## src/include/sdp_pkg.sv

```systemverilog
// constants of the stepper driver spi datagram port
package sdp_pkg;
   // datagram layout
   localparam int FRAME_BITS = 40;
   localparam int DATA_BITS = 32;
   localparam int ADDR_BITS = 7;
   localparam int STAT_BITS = 8;
   localparam int WR_BIT = 39;
   localparam int ADDR_MSB = 38;
   localparam int ADDR_LSB = 32;
   // register addresses
   localparam logic [6:0] ADDR_GLOBAL_STATUS = 7'h01;
   localparam logic [6:0] ADDR_ACTUAL_POSITION = 7'h21;
   localparam logic [6:0] ADDR_ACTUAL_VELOCITY = 7'h22;
   localparam logic [6:0] ADDR_VELOCITY_LIMIT = 7'h27;
   localparam logic [6:0] ADDR_DRIVER_STATUS = 7'h6F;
   // field positions
   localparam int GS_RESET = 0;
   localparam int GS_DRV_ERR = 1;
   localparam int DS_STANDSTILL = 31;
   localparam int DS_STALL = 24;
   localparam int ST_RESET = 0;
   localparam int ST_DRV_ERR = 1;
   localparam int ST_STALL = 2;
   localparam int ST_STANDSTILL = 3;
   // reset values
   localparam logic [1:0] RST_GLOBAL_STATUS = 2'h1;
   localparam logic [31:0] RST_WORD = 32'h0000_0000;
   localparam logic [7:0] RST_STATUS = 8'h00;
   localparam logic [39:0] RST_FRAME = 40'h00_0000_0000;
   // bit counting
   localparam logic [5:0] CNT_ZERO = 6'h00;
   localparam logic [5:0] CNT_ONE = 6'h01;
   localparam logic [5:0] CNT_MAX = 6'h3F;
   localparam logic [5:0] MIN_BITS = 6'h28;
endpackage

```

## src/rtl/sdp_sync.sv

```systemverilog
// two-stage synchroniser for the spi pins
`timescale 1ns/10ps
module sdp_sync #(
   parameter int W = 3,
   parameter logic [W-1:0] INIT = '0
) (
   // clocking
   input wire logic clk,
   input wire logic clk_en,
   input wire logic sys_rst,
   // pins in, synchronised out
   input wire logic [W-1:0] d,
   output logic [W-1:0] q
);
   logic [W-1:0] meta_q;
   logic [W-1:0] sync_q;

   // first stage feeds only the second
   always_ff @(posedge clk or posedge sys_rst) begin
      if (sys_rst) begin
         meta_q <= INIT;
         sync_q <= INIT;
      end else if (clk_en) begin
         meta_q <= d;
         sync_q <= meta_q;
      end
   end

   assign q = sync_q;
endmodule // sdp_sync

```

## src/rtl/sdp_spi_port.sv

```systemverilog
// spi datagram port with register set of the stepper driver
`timescale 1ns/10ps
// Notes on behaviour
// - each transfer is a 40-bit datagram: address byte then four data bytes.
// - every access carries a full 32-bit word, unused bits included.
// - datagram bit 39 set means write, clear means read; seven address bits follow.
// - a full reply datagram goes out on every access.
// - after a read, reply data is the register addressed by that read.
// - after a write, reply data echoes the write data just received.
// - a read leaves the register untouched; its data bits are dummies.
// - reads pipeline back to back; one extra datagram completes the last read.
// - every reply carries eight status bits in datagram bits 39 to 32.
// - status snapshot taken at end of access, sent in the next transfer.
// - all registers readable; most read/write, some read-only, global flags write-one-clear.
// - sample input on rising clock, update output after falling edge, msb first.
// - at chip select rise the last 40 received bits form the command.
// - bits beyond the 40th reappear on the output 40 clocks later.
// - status bits: 3 standstill, 2 stall, 1 driver error, 0 reset; 7:4 zero.
module sdp_spi_port (
   // clocking
   input wire logic clk,
   input wire logic clk_en,
   input wire logic sys_rst,
   // spi pins
   input wire logic sck,
   input wire logic sdi,
   input wire logic chip_select_n,
   output logic sdo,
   output logic sdo_oe,
   // motor core status
   input wire logic standstill,
   input wire logic stall_flag,
   input wire logic driver_error,
   // register contents to the motor core
   output logic [31:0] actual_position,
   output logic [31:0] actual_velocity,
   output logic [31:0] velocity_limit
);
   localparam int WR_BIT = sdp_pkg::WR_BIT;
   localparam int FRAME_BITS = sdp_pkg::FRAME_BITS;
   localparam int DATA_BITS = sdp_pkg::DATA_BITS;
   localparam int ADDR_MSB = sdp_pkg::ADDR_MSB;
   localparam int ADDR_LSB = sdp_pkg::ADDR_LSB;

   // pin synchronisation
   wire [2:0] pins_s;
   wire cs_n_s;
   wire sck_s;
   wire sdi_s;

   // pins are asynchronous to clk, so all go through two flops
   sdp_sync #(
      .W(3),
      .INIT(3'h6)
   ) u_sync (
      .clk(clk),
      .clk_en(clk_en),
      .sys_rst(sys_rst),
      .d({chip_select_n, sck, sdi}),
      .q(pins_s)
   );

   assign cs_n_s = pins_s[2];
   assign sck_s = pins_s[1];
   assign sdi_s = pins_s[0];

   // state
   logic sck_q;
   logic cs_n_q;
   logic frame_q;
   logic first_q;
   logic in_bit_q;
   logic [5:0] cnt_q;
   logic [39:0] shreg_q;
   logic [39:0] shreg_d;
   logic [31:0] reply_q;
   logic [31:0] reply_d;
   logic [7:0] status_q;
   logic [1:0] global_status_flags_q;
   logic [1:0] global_status_flags_d;
   logic [31:0] pos_q;
   logic [31:0] vel_q;
   logic [31:0] vlim_q;

   // edge detection on synchronised pins
   wire cs_fall = cs_n_q & ~cs_n_s;
   wire cs_rise = ~cs_n_q & cs_n_s & frame_q;
   wire sck_rise = ~sck_q & sck_s & frame_q;
   wire sck_fall = sck_q & ~sck_s & frame_q;
   // mode 3 idles high: the first falling edge must not shift out bit 39
   wire shift_en = sck_fall & ~first_q;

   // command decode
   wire [39:0] cmd = {shreg_q[FRAME_BITS-2:0], in_bit_q};
   wire cmd_wr = cmd[WR_BIT];
   wire [6:0] cmd_addr = cmd[ADDR_MSB:ADDR_LSB];
   wire [31:0] cmd_data = cmd[DATA_BITS-1:0];
   // short frames are dropped rather than half-executed
   wire exec = cs_rise & (cnt_q >= sdp_pkg::MIN_BITS);
   wire wr_en = exec & cmd_wr;
   wire wr_gs = wr_en & (cmd_addr == sdp_pkg::ADDR_GLOBAL_STATUS);
   wire wr_pos = wr_en & (cmd_addr == sdp_pkg::ADDR_ACTUAL_POSITION);
   wire wr_vel = wr_en & (cmd_addr == sdp_pkg::ADDR_ACTUAL_VELOCITY);
   wire wr_vlim = wr_en & (cmd_addr == sdp_pkg::ADDR_VELOCITY_LIMIT);

   // read selection, unmapped addresses read zero
   wire [31:0] drv_status = ({31'h0000_0000, standstill} << sdp_pkg::DS_STANDSTILL)
                          | ({31'h0000_0000, stall_flag} << sdp_pkg::DS_STALL);
   wire [31:0] rd_data =
      (cmd_addr == sdp_pkg::ADDR_GLOBAL_STATUS) ? {30'h0000_0000, global_status_flags_q} :
      (cmd_addr == sdp_pkg::ADDR_ACTUAL_POSITION) ? pos_q :
      (cmd_addr == sdp_pkg::ADDR_ACTUAL_VELOCITY) ? vel_q :
      (cmd_addr == sdp_pkg::ADDR_VELOCITY_LIMIT) ? vlim_q :
      (cmd_addr == sdp_pkg::ADDR_DRIVER_STATUS) ? drv_status : 32'h0000_0000;

   // live status byte, upper nibble tied low
   wire [7:0] live_status = {4'h0, standstill, stall_flag,
                             global_status_flags_q[sdp_pkg::GS_DRV_ERR], global_status_flags_q[sdp_pkg::GS_RESET]};

   // next values
   assign shreg_d = cs_fall ? {status_q, reply_q} :
                    shift_en ? {shreg_q[FRAME_BITS-2:0], in_bit_q} : shreg_q;
   assign reply_d = exec ? (cmd_wr ? cmd_data : rd_data) : reply_q;
   // a new error in the clearing cycle survives the clear
   assign global_status_flags_d = (global_status_flags_q & ~(wr_gs ? cmd_data[1:0] : 2'h0))
                  | {driver_error, 1'b0};

   // pin edge history and framing
   always_ff @(posedge clk or posedge sys_rst) begin
      if (sys_rst) begin
         sck_q <= 1'b1;
         cs_n_q <= 1'b1;
         frame_q <= 1'b0;
         first_q <= 1'b0;
      end else if (clk_en) begin
         sck_q <= sck_s;
         cs_n_q <= cs_n_s;
         frame_q <= cs_fall | (frame_q & ~cs_rise);
         first_q <= cs_fall | (first_q & ~sck_fall);
      end
   end

   // serial shifting and bit count
   always_ff @(posedge clk or posedge sys_rst) begin
      if (sys_rst) begin
         in_bit_q <= 1'b0;
         cnt_q <= sdp_pkg::CNT_ZERO;
         shreg_q <= sdp_pkg::RST_FRAME;
      end else if (clk_en) begin
         if (sck_rise) begin
            in_bit_q <= sdi_s;
         end
         if (cs_fall) begin
            cnt_q <= sdp_pkg::CNT_ZERO;
         end else if (sck_rise && cnt_q != sdp_pkg::CNT_MAX) begin
            cnt_q <= cnt_q + sdp_pkg::CNT_ONE;
         end
         shreg_q <= shreg_d;
      end
   end

   // reply and status snapshot
   always_ff @(posedge clk or posedge sys_rst) begin
      if (sys_rst) begin
         reply_q <= sdp_pkg::RST_WORD;
         status_q <= sdp_pkg::RST_STATUS;
      end else if (clk_en) begin
         reply_q <= reply_d;
         if (exec) begin
            status_q <= live_status;
         end
      end
   end

   // register set
   always_ff @(posedge clk or posedge sys_rst) begin
      if (sys_rst) begin
         global_status_flags_q <= sdp_pkg::RST_GLOBAL_STATUS;
         pos_q <= sdp_pkg::RST_WORD;
         vel_q <= sdp_pkg::RST_WORD;
         vlim_q <= sdp_pkg::RST_WORD;
      end else if (clk_en) begin
         global_status_flags_q <= global_status_flags_d;
         if (wr_pos) begin
            pos_q <= cmd_data;
         end
         if (wr_vel) begin
            vel_q <= cmd_data;
         end
         if (wr_vlim) begin
            vlim_q <= cmd_data;
         end
      end
   end

   // outputs; sdo holds while deselected, sampled only inside a frame
   assign sdo = shreg_q[WR_BIT];
   assign sdo_oe = frame_q;
   assign actual_position = pos_q;
   assign actual_velocity = vel_q;
   assign velocity_limit = vlim_q;

   // helper: a datagram has completed since reset
   logic done_q;
   always_ff @(posedge clk or posedge sys_rst) begin
      if (sys_rst) begin
         done_q <= 1'b0;
      end else if (clk_en && exec) begin
         done_q <= 1'b1;
      end
   end
endmodule // sdp_spi_port

```

## config.mk

```make
export PLATFORM = sky130hd
export DESIGN_NAME = sdp_spi_port
export DESIGN_NICKNAME = d
export VERILOG_FILES = /design/src/include/sdp_pkg.sv /design/src/rtl/sdp_sync.sv /design/src/rtl/sdp_spi_port.sv
export SDC_FILE = /design/constraint.sdc
export NUM_CORES = 1
export LEC_CHECK = 0
export BUFFER_PORTS_ARGS = -buffer_cell sky130_fd_sc_hd__buf_4
export CELL_PAD_IN_SITES_DETAIL_PLACEMENT = 1
export CELL_PAD_IN_SITES_GLOBAL_PLACEMENT = 2
export CORE_AREA = 2 2 156 158
export CTS_CLUSTER_SIZE = 40
export DETAILED_ROUTE_END_ITERATION = 10
export DIE_AREA = 0 0 158 160
export GPL_ROUTABILITY_DRIVEN = 1
export GPL_TIMING_DRIVEN = 0
export HOLD_SLACK_MARGIN = 0.05
export PLACE_DENSITY = 0.74
export SLEW_MARGIN = 5
export SYNTH_ARGS = -nofsm -noshare
export SYNTH_HDL_FRONTEND = slang
export SYNTH_SLANG_ARGS = --single-unit
```

## constraint.sdc

```tcl
create_clock -name clk -period 6.7 [get_ports clk]
set_input_delay 1.005 -clock clk [delete_from_list [all_inputs] [get_ports clk]]
set_output_delay 1.005 -clock clk [all_outputs]
set_load 0.005 [all_outputs]
```

==> results of run 1 <==
-- final cells by class --
type / count / area share (%)
Clock inverter: 13 / 1.32
Tap cell: 324 / 3.73
Buffer: 61 / 2.74
Multi-Input combinational cell: 519 / 36.1
Clock buffer: 19 / 4.17
Sequential cell: 191 / 44.1
Inverter: 8 / 0.345
Timing Repair Buffer: 106 / 7.51
-- where the power goes --
group	switching [W]	total, W	leakage [nW]	internal, W
logic	0.0000793	0.000124	1.99	0.0000449
registers	0.0000408	0.00123	2.63	0.00118
clock network	0.000496	0.00105	0.286	0.000550
total	0.000616	0.00240	4.90	0.00178
-- how the worst min path moves through the flow --
| stage | slack (ns) | to | start | depth (start not counted) |
|---|---|---|---|---|
| floorplan | 0.44 | global_status_flags_q[0] | global_status_flags_q[0] | 2 |
| global placement | 0.47 | status_q[3] | status_q[3] | 2 |
| detailed placement | 0.47 | status_q[3] | status_q[3] | 2 |
| CTS | 0.49 | global_status_flags_q[0] | global_status_flags_q[0] | 2 |
| global route | 0.50 | global_status_flags_q[0] | global_status_flags_q[0] | 2 |
| finish | 0.49 | status_q[3] | status_q[3] | 2 |
-- layer usage --
layer	up-vias	wire length, um	GRT usage (%)
li1	3049	-	-
met2	137	13300	37.0
met3	37	898	3.69
met5	-	0	0
met1	3460	12300	29.4
met4	0	493	6.18
-- state kept, by name, summed over array words and instances (netlist names) --
name                   flops
sdo_oe                     1
reply_q                   32
u_sync.meta_q              3
global_status_flags_q      2
cs_n_q                     1
u_sync.q                   3
sck_q                      1
cnt_q                      6
first_q                    1
shreg_q                   40
status_q                   4
velocity_limit            32
in_bit_q                   1
actual_position           32
actual_velocity           32
-- logic make-up after synthesis --
family                   count (synthesis)  synth area share [%]
AND/OR/NAND/NOR                        184                  9.39
AO/OA/AOI/OAI                          189                  16.5
multiplexers                           140                  16.9
XOR/XNOR                                 4                 0.387
flip-flops                             191                  52.9
adder cells (fa/ha/maj)                  2                 0.277
buffers and inverters                   69                  3.62
-- through the flow --
stage               utilization [%]  instance area (um2)  power (W)
CTS                            45.6                10900    0.00242
detailed placement             43.1                10300    0.00137
floorplan                         -                 9040    0.00132
global placement               43.0                10200    0.00136
finish                         45.6                10900    0.00240
global route                   45.6                10900    0.00249
-- placed cells by master, fill, tap and decap left out, types with 3 or more instances in the layout --
master | synthesis | final
a211oi_1 | 4 | 4
a21o_1 | 3 | 3
a21oi_1 | 60 | 60
a22o_1 | 5 | 5
a2bb2oi_1 | 28 | 28
a41oi_1 | 4 | 4
buf_2 | 7 | 7
buf_4 | 6 | 111
clkbuf_1 | 42 | 42
clkbuf_16 | 0 | 17
clkinvlp_4 | 0 | 3
dfrtp_1 | 184 | 184
dfstp_2 | 7 | 7
inv_1 | 8 | 7
inv_6 | 0 | 3
inv_8 | 0 | 6
mux2_1 | 4 | 4
mux2_2 | 99 | 99
mux2i_1 | 37 | 37
nand2_1 | 85 | 85
nand3_1 | 5 | 5
nand3b_1 | 3 | 3
nor2_1 | 38 | 38
nor2b_1 | 3 | 3
nor3_1 | 32 | 32
o211ai_1 | 4 | 4
o21ai_0 | 43 | 43
o31ai_1 | 10 | 10
o31ai_4 | 19 | 19
xor2_1 | 3 | 3
-- worst register-to-register path, stage by stage (launching register included) --
cell	delay, ns
dfstp_2	0.57
nor2b_1	0.08
o21ai_0	0.75
clkbuf_1	0.52
clkbuf_1	0.51
o21ai_0	0.18
==> impl_metrics.yaml, run 1 <==
outcome:
  outcome: "finished clean"
cells_and_area:
  drive_above_1_share_pct: 31.3
  nets: 915
  diodes: 0
  seqCellArea_um2: 4790
  syn_to_final_growth_pct: 20.2
  stdcell_count: 1241
  fillers: 2631
  multi_input_area_um2: 3930
sta:
  period_minus_slack_ns: 2.92
  rsz0062_at_grt: "false"
  hold_viol: 0
  final_min_period_over_clock_period_pct: 43.6
  max_freq_mhz: 342
  whs_ns: 0.486
  relSlewSlack_pct: 36.8
  finalSetupViolations: 0
  finalMaxSlewViolations: 0
  worst_pin_slew_ns: 0.938
  timing.setup.tns_ns: 0
  worst_slack_ns: 3.78
  clock-skew-final_ns: 0.0130
yosys:
  syn_nets: 790
  synth-seq-cells: 191
  ys_warn_count: 0
  synth-edff-count: 0
  async_reset_ff_share_pct: 100
  post-synth-top-count-cell: "dfrtp_1"
  syn_avg_cell_area_um2: 11.6
  ys_seq_area_share_pct: 52.9
  syn_area_um2: 9040
  synthCells: 779
  synth_flop_cell: "dfrtp_1"
  synth_top_area_share_pct: 50.9
  yosysTopAreaCell: "dfrtp_1"
  netlist_top_cells_count: "184 x dfrtp_1, 99 x mux2_2, 85 x nand2_1"
  synth.area.top_cells: "dfrtp_1 51%, mux2_2 12%, o31ai_4 4.5%"
  synth_cell_types: 50
clock_tree:
  cts_buffer_depth: 2
  cts_hold_buf: 0
  htreeDepth: 4
  cts_sinks: 191
  cts_buffers: 17
  clock_latency_ns: 0.44
  cts_tree: "yes"
  clk_pin_slew_ns: 0.08
  cts_resized: 0
  post_cts_buffers: 0
  cts-root-buf: "clkbuf_16"
route:
  finalWirelength_mm: 27.0
  ant_nets: 0
  dr.pass1.iters: 4
  drtIter0Drc: 267
  vias_per_cell: 5.39
  vias: 6683
  drcViolationCount: 0
  wire_per_inst_um: 21.8
worst_setup_path:
  cpMaxStageDelayCell: "nor2_1"
  worstPathMaxFanout: 10
  path_cells: "buf_2 > o211ai_2 > nor2_1 > and3_1 > clkbuf_1 > buf_4 > mux2_2"
  worst-path-buf-inv: 3
  slowest_delay_ns: 0.54
  rrSetupSlack_ns: 3.95
  path_depth: 7
  worstSetupPathType: "input pin to flop"
  cp.required_ns: 7.02
  worstReg2RegEnd: "shreg_q[0]"
  arrival_ns: 3.24
  r2r_cells: 5
  cp-startpoint: "clk_en"
  setup.worst_path.end: "velocity_limit[11]"
  worstSetupEndpointType: "flop"
  start_kind: "input pin"
  rr_startpoint: "u_sync.q[2]"
  path_delay_family: "buffers and inverters"
hold_path:
  hold_path_class: "flop to flop"
global_route:
  grt_pass1_wl_mm: 42.6
  grt_pass1_vias: 7370
  grt_max_degree: 111
  grt_use_total_pct: 22.1
  overflow: 0
  antenna_found_initial: 0
die:
  die_h_um: 160
  ios: 107
  rows: 57
  start_util_pct: 38.0
  die_w_um: 158
  coreArea_um2: 23800
  dieArea_um2: 25300
placement:
  dp_cells: 1209
  dp_hpwl_mm: 18.3
  place_congestion: 0.822
  io_buffers: 105
  dp_slack_ns: 3.34
job:
  drv_cap: 0
pwr:
  vdd_ir_drop_max_mv: 0.117
  p_leak_nw: 4.90
  p_per_area_nw_per_um2: 220
Note: power is estimated with default switching activity, not from simulation.
==> run 2: changes to the inputs <==
Clock period 6.7 ns to 3 ns, I/O delays scaled along.
==> run 2 against run 1 <==
Global-route usage increased by 0.26 points. Count of clock-buffer cells in the layout increased by 3. Clock skew decreased by 0.0021 ns. Sequential share of layout area decreased by 0.066 points. Sequential power increased by 120%. Worst hold slack got worse by 0.38 ns. Cell count increased by 0.24%. Register-to-register slack got worse by 3.7 ns. Utilization increased by 0.068 points. Setup slack got worse by 3.5 ns. Power increased by 120%. Largest cell class unchanged. Largest power group unchanged. Flip-flop and latch count unchanged.
==> impl_metrics.yaml, run 2 (synthesis results as in run 1) <==
worst_setup_path:
  worstSetupPathType: "flop to flop"
  setup.worst_path.end: "shreg_q[1]"
  start_kind: "flop"
  worstReg2RegEnd: "shreg_q[1]"
  rr_startpoint: "u_sync.q[2]"
  arrival_ns: 2.99
  cp.required_ns: 3.29
  rrSetupSlack_ns: 0.30
  slowest_delay_ns: 0.73
  cpMaxStageDelayCell: "o21ai_0"
  worstSetupEndpointType: "flop"
  worstPathMaxFanout: 10
  r2r_cells: 5
  path_cells: "nor2b_1 > o21ai_0 > clkbuf_1 > clkbuf_1 > o21ai_0"
  cp-startpoint: "u_sync.q[2]"
placement:
  io_buffers: 105
  place_congestion: 0.825
  dp_hpwl_mm: 18.7
  placed_area_um2: 10300
route:
  ant_nets: 0
  drcViolationCount: 0
  vias_per_cell: 5.43
  wire_per_inst_um: 21.7
  drtIter0Drc: 281
  finalWirelength_mm: 27.0
  vias: 6753
  dr.pass1.iters: 5
cells_and_area:
  postLayoutCellArea_um2: 10900
  diodes: 0
  drive_above_1_share_pct: 31.4
  regMostFlops: "shreg_q"
  nets: 919
  syn_to_final_growth_pct: 20.4
  largest_reg_flops: 40
  layout_commonest_cell: "dfrtp_1"
  layout_common_cells: "184 x dfrtp_1, 111 x buf_4, 99 x mux2_2"
  fillers: 2596
pwr:
  internal-power_w: 0.00390
  p_clk_share_pct: 41.7
  p_leak_nw: 4.91
  p_sw_w: 0.00129
  seq_power_share_pct: 52.7
  vdd_ir_drop_max_mv: 0.314
  p_sw_share_pct: 24.9
  combPwrFrac_pct: 5.6
  p_per_area_nw_per_um2: 477
sta:
  worst_pin_slew_ns: 0.921
  finalSetupViolations: 0
  rsz0062_at_grt: "false"
  hold_viol: 0
  clock-skew-final_ns: 0.0110
  period_minus_slack_ns: 2.70
  final_min_period_over_clock_period_pct: 90.1
  whs_ns: 0.104
  max_freq_mhz: 370
  relSlewSlack_pct: 37.9
  finalMaxSlewViolations: 0
clock_tree:
  cts_sinks: 191
  clock_latency_ns: 0.43
  cts_hold_buf: 0
  cts_buffer_depth: 2
  clk_pin_slew_ns: 0.07
  cts_resized: 0
  cts-root-buf: "clkbuf_16"
  cts_buffers: 17
  post_cts_buffers: 0
  htreeDepth: 4
  cts_tree: "yes"
global_route:
  grt_use_total_pct: 22.3
  grt_pass1_wl_mm: 43.4
  antenna_found_initial: 0
  grt_pass1_vias: 7338
  grt_max_degree: 41
  overflow: 0
die:
  coreArea_um2: 23800
  start_util_pct: 38.0
  rows: 57
  die_w_um: 158
  ios: 107
  die_h_um: 160
  dieArea_um2: 25300
hold_path:
  hold_path_class: "input pin to async pin"
outcome:
  outcome: "finished clean"
job:
  drv_cap: 0
==> run 2: cell types whose count changed in the layout (fill, tap and decap cells not counted), sizes merged <==
| cell | delta |
|---|---|
| inv | -8 |
| buf | +4 |
| clkinv | +4 |
| clkbuf | +3 |
| bufinv | -1 |
| clkinvlp | +1 |
==> run 2: stage by stage <==
stage / utilization [%] / TNS, ns / power, W / setup WS [ns] / std cells
final: 45.7 / 0 / 0.00519 / 0.298 / 1244
after CTS: 45.7 / 0 / 0.00525 / 0.258 / 1244
after floorplan: - / 0 / 0.00295 / 0.0933 / 779
after global routing: 45.7 / 0 / 0.00540 / 0.0949 / 1244
after global placement: 43.0 / -200.80 / 0.00305 / -1.10 / 1208
after detailed placement: 43.4 / 0 / 0.00308 / 0.219 / 1213
==> run 2: cell type report <==
class,instances,area (um2),share of cell area (%)
buffer,61,298,2.74
clock buffer,22,484,4.45
clock inverter,9,60.1,0.552
inverter,8,33.8,0.310
multi-input combinational,519,3930,36.1
sequential,191,4790,44.0
tap,324,405,3.72
timing repair buffer,110,888,8.16
==> run 2: power by group through the flow <==
stage               clock network [W]  registers, W  logic, W
global route                  0.00232       0.00275  0.000328
finish                        0.00217       0.00273  0.000292
CTS                           0.00221       0.00273  0.000300
global placement                    0       0.00278  0.000268
floorplan                           0       0.00275  0.000199
detailed placement                  0       0.00278  0.000296
==> run 2: how the worst min path moves through the flow <==
stage | from | slack [ns] | endpoint | cells after the start
final | sys_rst | 0.10 | cnt_q[2] | 2
after global routing | sys_rst | 0.13 | cnt_q[0] | 2
after CTS | sys_rst | 0.11 | cnt_q[0] | 2
after detailed placement | status_q[3] | 0.47 | status_q[3] | 2
after global placement | status_q[3] | 0.47 | status_q[3] | 2
after floorplan | global_status_flags_q[0] | 0.44 | global_status_flags_q[0] | 2
==> run 2: per-layer routing <==
layer | vias to the layer above | share of wire [%] | track usage [%]
met4 | 0 | 1.3 | 5.32
met1 | 3543 | 45 | 30.1
met3 | 21 | 3.9 | 3.61
met5 | - | 0 | 0
met2 | 129 | 50 | 37.6
li1 | 3060 | - | -
==> run 2: worst max-delay path: cells and delay by family (launching register included) <==
family | cells | cell delay, ns
flip-flops | 1 | 0.57
AND/OR/NAND/NOR | 1 | 0.07
AO/OA/AOI/OAI | 2 | 0.92
buffers and inverters | 2 | 0.99
